`src/pkg/reset_seq_pkg.sv`:
```
// Purpose: Constants for reset start-up sequencing and reset-cause flags
// Assumes: 100 MHz sys_clk, which is also the oscillator clock
// Notes:   Register offsets are byte addresses on the plain register port
// Function
// CPU waits for enabled power-up timer and released reset pin after power release.
// Power-up timer counts regardless of the reset pin level.
// Execution starts exactly 10 clocks after pin high with timer expired; code starts 13 clocks after the pin input rises.
// Fetch beyond program memory or into enabled storage area causes reset.
// Execution-violation reset drives its flag to 0; flag is 1 after power-up.
// Software writes execution-violation flag back to 1 to catch later violations.
// Reset updates only the cause flag of its own source; brown-out also sets stack, watchdog, pin and instruction flags inactive.
// Software may clear flags to inactive; hardware never does so itself. Brown-out reset here drives stack, watchdog, pin and instruction flags inactive.
// Software writing a flag active stores it but causes no reset.
// Software brown-out enable works only in mode 01; 1 after power-up.
// Brown-out ready reads 1 only when circuit is active and armed.
// Stack overflow sets its flag; 0 after power-up.
// Stack underflow sets its flag; 0 after power-up.
// Watchdog reset drives watchdog flag to 0; 1 after power-up.
// Pin reset drives pin flag to 0, running or asleep.
// Reset instruction drives its flag to 0; 1 after power-up.
// Power-on reset drives power-on flag to 0; other resets leave it.
// Timeout and power-down flags follow reset or wake kind.
// Reset loads PC 0; wake continues; interrupt wake with enable vectors 0004h.
// Stack faults reset only when stack reset enable is 1.
// Brown-out reset drives brown-out flag to 0; firmware may set it.
// CPU held while any enabled reset source stays asserted.
package reset_seq_pkg;
  localparam logic [11:0] BC_ADDR = 12'h811;
  localparam logic [11:0] RC_ADDR = 12'h813;
  localparam logic [11:0] EV_ADDR = 12'h814;
  localparam logic [11:0] PS_ADDR = 12'h815;

  localparam int BC_SWEN  = 7;
  localparam int BC_RDY   = 0;
  localparam int RC_OVF   = 7;
  localparam int RC_UNF   = 6;
  localparam int RC_WDT   = 4;
  localparam int RC_PIN   = 3;
  localparam int RC_INS   = 2;
  localparam int RC_POR   = 1;
  localparam int RC_BOR   = 0;
  localparam int EV_EXEC_VIOLATION_FLAG  = 1;
  localparam int PS_TO    = 1;
  localparam int PS_PD    = 0;

  localparam logic [7:0] RC_MASK  = 8'hdf;
  localparam logic [7:0] RC_POR_V = 8'h1d;
  localparam logic [7:0] RC_BOR_V = 8'h1c;
  localparam logic [7:0] RC_BORM  = 8'hdd;

  localparam logic [1:0] BOR_ON    = 2'h3;
  localparam logic [1:0] BOR_NOSLP = 2'h2;
  localparam logic [1:0] BOR_SW    = 2'h1;

  localparam logic [14:0] PC_RESET  = 15'h0000;
  localparam logic [14:0] PC_VECTOR = 15'h0004;
  localparam logic [14:0] PROG_END  = 15'h1000;
  localparam logic [14:0] SAF_START = 15'h0f80;

  localparam int CLK_MHZ       = 100;
  localparam int POWERUP_DELAY_TIMER_TIME_US  = 64000;
  localparam int POWERUP_DELAY_TIMER_CYC      = POWERUP_DELAY_TIMER_TIME_US * CLK_MHZ;
  localparam int START_OSC_CYC = 10;
  localparam logic [3:0] START_LAST = 4'(START_OSC_CYC - 1);

  typedef enum logic [1:0] {
    ST_START = 2'b00,
    ST_DELAY = 2'b01,
    ST_RUN   = 2'b10
  } seq_state_t;
endpackage

```
`src/design/reset_cause_startup_seq.sv`:
```
// Purpose: Start-up sequencer and reset-cause flag registers
// Assumes: resetn is the power-on reset; pin and analog inputs are async
// Notes:   Reads return data one cycle after the read strobe
//
// Local design decision: strobed register access.
`timescale 1ns/100ps
`default_nettype none
module reset_cause_startup_seq
  import reset_seq_pkg::*;
#(
  parameter int POWERUP_DELAY_TIMER_CYCLES = POWERUP_DELAY_TIMER_CYC
) (
  input  wire logic        sys_clk,             // System clock
  input  wire logic        resetn,              // Power-on reset, low
  input  wire logic        master_clear_pin_n,  // Reset pin, low resets
  input  wire logic        bor_trip,            // Supply below threshold
  input  wire logic        bor_circuit_rdy,     // Analog detector settled
  input  wire logic        pin_reset_en,        // Reset pin function on
  input  wire logic        powerup_delay_timer_en,             // Power-up timer on
  input  wire logic [1:0]  brownout_mode_cfg,   // Brown-out mode
  input  wire logic        stack_reset_enable,  // Stack faults reset
  input  wire logic        global_irq_enable,   // Interrupts enabled
  input  wire logic        cpu_sleep,           // CPU asleep
  input  wire logic        wdt_timeout,         // Watchdog expiry pulse
  input  wire logic        irq_wake,            // Interrupt wake pulse
  input  wire logic        reset_instr,         // Reset instruction pulse
  input  wire logic        stack_over,          // Call into full stack
  input  wire logic        stack_under,         // Return on empty stack
  input  wire logic        fetch_valid,         // Instruction fetched
  input  wire logic [14:0] fetch_addr,          // Fetch address
  input  wire logic        saf_enable,          // Storage area protected
  input  wire logic [11:0] reg_addr,            // Register address
  input  wire logic [7:0]  reg_wdata,           // Write data
  input  wire logic        reg_wr,              // Write strobe
  input  wire logic        reg_rd,              // Read strobe
  output logic      [7:0]  reg_rdata,           // Read data
  output logic             cpu_reset_n,         // CPU held while low
  output logic             brownout_enable,     // Detector enable
  output logic             pc_load,             // Load PC pulse
  output logic      [14:0] pc_load_addr,        // PC value to load
  output logic             push_return,         // Push return address
  output logic             wake_resume          // Continue at PC+1
);

  // Async inputs: pin, trip, ready
  logic [2:0] sync1_q;
  logic [2:0] sync2_q;
  logic       pin_s;
  logic       trip_s;
  logic       rdy_s;

  seq_state_t state_q;
  seq_state_t state_d;
  logic [22:0] powerup_delay_timer_cnt_q;
  logic        powerup_delay_timer_done_q;
  logic [3:0]  dly_cnt_q;

  logic [7:0] flags_q;
  logic [7:0] flags_d;
  logic       exec_violation_flag_q;
  logic       exec_violation_flag_d;
  logic       sw_brownout_enable_q;
  logic       sw_brownout_enable_d;
  logic       to_q;
  logic       to_d;
  logic       pd_q;
  logic       pd_d;

  logic running;
  logic bor_hit;
  logic pin_low;
  logic pin_rst;
  logic wdt_rst;
  logic wdt_wake;
  logic int_wake;
  logic ins_rst;
  logic exec_violation_flag_hit;
  logic stk_rst;
  logic run_reset;
  logic bor_ready;
  logic bor_wait;
  logic start_ok;

  always_ff @(posedge sys_clk or negedge resetn) begin
    if (!resetn) begin
      sync1_q <= 3'h0;
      sync2_q <= 3'h0;
    end else begin
      sync1_q <= {master_clear_pin_n, bor_trip, bor_circuit_rdy};
      sync2_q <= sync1_q;
    end
  end

  assign pin_s  = sync2_q[2];
  assign trip_s = sync2_q[1];
  assign rdy_s  = sync2_q[0];

  // Detector enable per mode
  always_comb begin
    unique case (brownout_mode_cfg)
      BOR_ON:    brownout_enable = 1'b1;
      BOR_NOSLP: brownout_enable = !cpu_sleep;
      BOR_SW:    brownout_enable = sw_brownout_enable_q;
      default:   brownout_enable = 1'b0;
    endcase
  end

  assign bor_ready = brownout_enable && rdy_s;
  assign bor_hit   = bor_ready && trip_s;

  // Modes 11 and 10 delay start-up until detector is ready
  assign bor_wait = (brownout_mode_cfg == BOR_ON || brownout_mode_cfg == BOR_NOSLP)
                    && !bor_ready;

  assign running  = (state_q == ST_RUN);
  assign pin_low  = pin_reset_en && !pin_s;
  assign pin_rst  = running && pin_low;
  assign wdt_rst  = running && !cpu_sleep && wdt_timeout;
  assign wdt_wake = running && cpu_sleep && wdt_timeout;
  assign int_wake = running && cpu_sleep && irq_wake && !wdt_timeout;
  assign ins_rst  = running && !cpu_sleep && reset_instr;
  assign exec_violation_flag_hit = running && fetch_valid &&
                    (fetch_addr >= PROG_END || (saf_enable && fetch_addr >= SAF_START));
  assign stk_rst  = running && stack_reset_enable && (stack_over || stack_under);
  assign run_reset = pin_rst || wdt_rst || ins_rst || exec_violation_flag_hit || stk_rst;

  // Power-up timer runs while the pin is low
  assign start_ok = powerup_delay_timer_done_q && !pin_low && !bor_wait && !bor_hit;

  always_ff @(posedge sys_clk or negedge resetn) begin
    if (!resetn) begin
      powerup_delay_timer_cnt_q  <= 23'h0;
      powerup_delay_timer_done_q <= 1'b0;
    end else if (bor_hit) begin
      powerup_delay_timer_cnt_q  <= 23'h0;
      powerup_delay_timer_done_q <= 1'b0;
    end else if (!powerup_delay_timer_done_q) begin
      if (!powerup_delay_timer_en || powerup_delay_timer_cnt_q == 23'(POWERUP_DELAY_TIMER_CYCLES - 1)) begin
        powerup_delay_timer_done_q <= 1'b1;
      end
      powerup_delay_timer_cnt_q <= powerup_delay_timer_cnt_q + 23'h1;
    end
  end

  always_comb begin
    state_d = state_q;
    unique case (state_q)
      ST_START: begin
        if (start_ok) begin
          state_d = ST_DELAY;
        end
      end
      ST_DELAY: begin
        if (!start_ok) begin
          state_d = ST_START;
        end else if (dly_cnt_q == START_LAST) begin
          state_d = ST_RUN;
        end
      end
      ST_RUN: begin
        if (run_reset || bor_hit) begin
          state_d = ST_START;
        end
      end
      default: state_d = ST_START;
    endcase
  end

  always_ff @(posedge sys_clk or negedge resetn) begin
    if (!resetn) begin
      state_q <= ST_START;
    end else begin
      state_q <= state_d;
    end
  end

  always_ff @(posedge sys_clk or negedge resetn) begin
    if (!resetn) begin
      dly_cnt_q <= 4'h0;
    end else if (state_q == ST_DELAY && state_d == ST_DELAY) begin
      dly_cnt_q <= dly_cnt_q + 4'h1;
    end else begin
      dly_cnt_q <= 4'h0;
    end
  end

  assign cpu_reset_n = running;

  // Cause flags: software first, hardware events override
  always_comb begin
    flags_d  = flags_q;
    exec_violation_flag_d   = exec_violation_flag_q;
    sw_brownout_enable_d = sw_brownout_enable_q;
    to_d     = to_q;
    pd_d     = pd_q;
    if (reg_wr && reg_addr == RC_ADDR) begin
      flags_d = reg_wdata & RC_MASK;
    end
    if (reg_wr && reg_addr == EV_ADDR) begin
      exec_violation_flag_d = reg_wdata[EV_EXEC_VIOLATION_FLAG];
    end
    if (reg_wr && reg_addr == BC_ADDR) begin
      sw_brownout_enable_d = reg_wdata[BC_SWEN];
    end
    if (stack_over && running) begin
      flags_d[RC_OVF] = 1'b1;
    end
    if (stack_under && running) begin
      flags_d[RC_UNF] = 1'b1;
    end
    if (wdt_rst) begin
      flags_d[RC_WDT] = 1'b0;
      to_d = 1'b0;
    end
    if (wdt_wake) begin
      to_d = 1'b0;
      pd_d = 1'b0;
    end
    if (int_wake) begin
      to_d = 1'b1;
      pd_d = 1'b0;
    end
    if (pin_rst) begin
      flags_d[RC_PIN] = 1'b0;
      if (cpu_sleep) begin
        to_d = 1'b1;
        pd_d = 1'b0;
      end
    end
    if (ins_rst) begin
      flags_d[RC_INS] = 1'b0;
    end
    if (exec_violation_flag_hit) begin
      exec_violation_flag_d = 1'b0;
    end
    if (bor_hit) begin
      flags_d  = (flags_d & ~RC_BORM) | RC_BOR_V;
      to_d     = 1'b1;
      pd_d     = 1'b1;
      sw_brownout_enable_d = 1'b1;
    end
  end

  // Power-on values: power-on flag driven 0, others at defaults
  always_ff @(posedge sys_clk or negedge resetn) begin
    if (!resetn) begin
      flags_q <= RC_POR_V;
      exec_violation_flag_q  <= 1'b1;
    end else begin
      flags_q <= flags_d;
      exec_violation_flag_q  <= exec_violation_flag_d;
    end
  end

  always_ff @(posedge sys_clk or negedge resetn) begin
    if (!resetn) begin
      sw_brownout_enable_q <= 1'b1;
    end else begin
      sw_brownout_enable_q <= sw_brownout_enable_d;
    end
  end

  always_ff @(posedge sys_clk or negedge resetn) begin
    if (!resetn) begin
      to_q <= 1'b1;
      pd_q <= 1'b1;
    end else begin
      to_q <= to_d;
      pd_q <= pd_d;
    end
  end

  // Program counter steering
  always_ff @(posedge sys_clk or negedge resetn) begin
    if (!resetn) begin
      pc_load      <= 1'b0;
      pc_load_addr <= PC_RESET;
      push_return  <= 1'b0;
      wake_resume  <= 1'b0;
    end else begin
      pc_load     <= 1'b0;
      push_return <= 1'b0;
      wake_resume <= 1'b0;
      if (run_reset || bor_hit) begin
        pc_load      <= 1'b1;
        pc_load_addr <= PC_RESET;
      end else if (wdt_wake || int_wake) begin
        wake_resume <= 1'b1;
        if (int_wake && global_irq_enable) begin
          pc_load      <= 1'b1;
          pc_load_addr <= PC_VECTOR;
          push_return  <= 1'b1;
        end
      end
    end
  end

  // Register read port
  always_ff @(posedge sys_clk or negedge resetn) begin
    if (!resetn) begin
      reg_rdata <= 8'h00;
    end else if (reg_rd) begin
      unique case (reg_addr)
        BC_ADDR: reg_rdata <= {sw_brownout_enable_q, 6'h00, bor_ready};
        RC_ADDR: reg_rdata <= flags_q & RC_MASK;
        EV_ADDR: reg_rdata <= {6'h00, exec_violation_flag_q, 1'b0};
        PS_ADDR: reg_rdata <= {6'h00, to_q, pd_q};
        default: reg_rdata <= 8'h00;
      endcase
    end else begin
      reg_rdata <= 8'h00;
    end
  end

endmodule
`default_nettype wire

```
`config.mk`:
```
export PLATFORM = sky130hd
export DESIGN_NAME = reset_cause_startup_seq
export DESIGN_NICKNAME = d
export VERILOG_FILES = /design/src/pkg/reset_seq_pkg.sv /design/src/design/reset_cause_startup_seq.sv
export SDC_FILE = /design/constraint.sdc
export NUM_CORES = 1
export LEC_CHECK = 0
export ABC_AREA = 0
export BUFFER_PORTS_ARGS = -buffer_cell sky130_fd_sc_hd__buf_2
export CORE_MARGIN = 3
export CORE_UTILIZATION = 52
export CTS_CLUSTER_SIZE = 12
export DETAILED_ROUTE_END_ITERATION = 12
export PLACE_DENSITY = 0.8
export RECOVER_POWER = 50
export SETUP_SLACK_MARGIN = 0.15
export SYNTH_ARGS = -nofsm -noshare
export SYNTH_HDL_FRONTEND = slang
export SYNTH_SLANG_ARGS = --single-unit
```
`constraint.sdc`:
```
create_clock -name sys_clk -period 2.8 [get_ports sys_clk]
set_clock_uncertainty 0.1 [all_clocks]
set_input_delay 0.42 -clock sys_clk [delete_from_list [all_inputs] [get_ports sys_clk]]
set_output_delay 0.42 -clock sys_clk [all_outputs]
set_load 0.005 [all_outputs]
```
==> impl_metrics.toml <==
[outcome]
status = "complete, but fails checks"
violations = "capacitance limit, slew limit"

[cells_and_area]
layout_commonest_cell = "buf_2"
multi_input_area_sq_mm = 0.00133
nets = 408
regArea_sq_mm = 0.00146
layout-drive-gt1-share_pct = 25.4
area_delta_synth_final_pct = 19.0
final_cell_mix = "buf_2 (59), dfrtp_1 (50), nor2_1 (26)"
antenna_cells = 0
n_fill_cell = 445
final_cell_area_sq_mm = 0.00345

[setup_path]
crit_fanout = 10
cp-start-kind = "flip-flop"
cp-end-kind = "flip-flop"
required_ns = 2.95
cp_data_arrival_time_ns = 2.36
startpoint = "powerup_delay_timer_cnt_q[0]"
critPathKind = "reg -> reg"
worstReg2RegStart = "powerup_delay_timer_cnt_q[0]"

[logic_synthesis]
ys_seq_elements = 58
synth_cells = 282
yosysWarnings = 0
synth_area_sq_mm = 0.00290
synth_seq_area_share_pct = 50.5
synth_cell_types = 50
synthArstFlopShare_pct = 100
postSynthAreaPerCell_sq_um = 10.3
synth-edff-count = 0
ys_dominant_reg_cell = "dfrtp_1"

[floorplan]
die_h_microns = 80.6
dieArea_sq_mm = 0.00650
rows = 26
ios = 84
initial_core_util_pct = 55.3
fp.dieW_microns = 80.6
core_area_sq_mm = 0.00524

[detailed_routing]
wl_per_cell_microns = 14.2
drt_iter0_drc = 123
avgViaCountPerCell = 5.48
post-route-drc-count = 0
vias = 2322
drtAntennaViolNets = 0
drt_pass1_iterations = 4
routed_wl_microns = 6020

[clocking]
clock-sinks = 58
clk_latency_ns = 0.33
cts.path.max_buffers = 2
cts_max_level = 3
numCtsBuffers = 9
root_buffer = "clkbuf_8"
post_cts_buffers = 0
cts_hold_buffers = 0
cts_tree = "built"
clk_pin_slew_ns = 0.07
cts_resized = 0

[global_routing]
antenna_found_initial = 0
grt-ovfl-total = 0
grt_pass1_wl_microns = 9860
grt_pass1_vias = 2153
grt_usage_pct = 19.9
grt_max_degree = 38

[worst_hold_path]
hold_path.class = "in -> reg"
min_from = "master_clear_pin_n"

[timing]
report.final.hold_viol_count = 0
slew_headroom_pct = -28.5
drv_slew = 38
rsz0062_at_grt = "no"
fin_setup_tns_ns = 0
worstMarginPinSlew_ns = 1.93
whs_ns = 0.0886
period_needed_ns = 2.20
finalSetupViolCount = 0
timing.fmax_mhz = 454
post-route-period-util_pct = 78.6

[pwr]
leakage_nw = 1.69
power_density_mw_per_mm2 = 565
max-vdd-ir-drop_mv = 0.555

[placed_design]
port_buffers = 60
place_congestion = 0.804
dp_hpwl_microns = 4380
place_area_sq_mm = 0.00323

[job]
cap_violations = 1
==> registers in the layout, summed over array words and instances, names as in the netlist, 2 cells and up <==
register,flops
flags_q,7
sync1_q,3
sync2_q,3
powerup_delay_timer_cnt_q,23
state_q,2
dly_cnt_q,4
reg_rdata,7
==> cells by family (layout without fill, tap and decap cells) <==
group                      Yosys count  after routing  synth area share, %
buffers and inverters               27             85                 5.49
xor gates and xnor gates            14             14                 4.24
adders and majority gates            3              3                 1.30
DFF                                 58             58                 50.5
and+or+nand+nor                    121            121                 24.8
muxes                               11             11                 3.85
other                                1             15                0.130
AOI/OAI and AO/OA                   47             47                 9.72
==> worst paths after layout <==
path                                                  to  slack, ns  depth (start not counted)
max                        powerup_delay_timer_cnt_q[22]       0.60                          5
min                                           sync1_q[2]       0.09                          1
max reg2reg                powerup_delay_timer_cnt_q[22]       0.60                          5
min reg2reg                                   sync2_q[0]       0.25                          0
max in group asynchronous  powerup_delay_timer_cnt_q[13]       0.73                          2
min in group asynchronous                   reg_rdata[1]       0.52                          1
==> critical path, stage by stage (launching register included) <==
cell and delay, ns:
dfrtp_1 0.43, ha_1 0.24, and4b_1 0.30, nand4_1 0.34, or4_1 0.57, a21oi_1 0.14
==> metal layers <==
metal	GRT usage, %	share of wire [%]
met3	5.16	6.7
met1	25.4	44
met5	0	0
met4	7.60	1.1
met2	32.3	48
==> where the power goes <==
group	internal (mW)	switching (mW)
Sequential	0.871	0.0428
Clock	0.550	0.325
Combinational	0.0714	0.0871
Total	1.49	0.455
==> per-stage QoR <==
| stage | util [%] | cells | setup WS, ns | power, mW |
|---|---|---|---|---|
| floorplan | - | 296 | 0.865 | 1.02 |
| global placement | 61.6 | 408 | 0.561 | 1.08 |
| detailed placement | 61.6 | 408 | 0.559 | 1.09 |
| CTS | 66.0 | 424 | 0.589 | 1.96 |
| global route | 65.8 | 424 | 0.296 | 2.03 |
| finish | 65.8 | 424 | 0.599 | 1.95 |
==> layout make-up <==
cell class / count / share of cell area [%]
clock buffer: 12 / 4.50
clock inverter: 4 / 2.14
inverter: 5 / 0.545
multi-input combinational: 211 / 38.5
sequential: 58 / 42.4
tap: 70 / 2.54
timing repair buffer: 64 / 9.33
==> synth_stat cells (2+ instances only) <==
cell type,n,share of area (%)
dfrtp_1,50,43
nor2_1,26,3.4
nand2_1,21,2.7
o21ai_0,17,2.9
buf_4,15,3.9
a21oi_1,14,2.4
nand4_1,12,2.6
mux2i_1,10,3.5
dfstp_2,8,7.3
or3_1,8,1.7
xor2_1,8,2.4
nand3_1,7,1.2
xnor2_1,6,1.8
and2_1,5,1.1
and4_1,5,1.5
or4_1,5,1.3
clkbuf_1,4,0.52
inv_1,4,0.52
nor4b_1,4,1.2
o211ai_1,4,1.0
ha_1,3,1.3
nand2b_1,3,0.65
nor2b_1,3,0.65
nor4_1,3,0.65
nor4bb_1,3,1.0
o31ai_1,3,0.78
a31oi_1,2,0.43
and3_1,2,0.43
and4b_1,2,0.69
buf_1,2,0.26
nand3b_1,2,0.52
nor3_1,2,0.35
nor3b_1,2,0.52
Power figures use the tool's default switching activity.
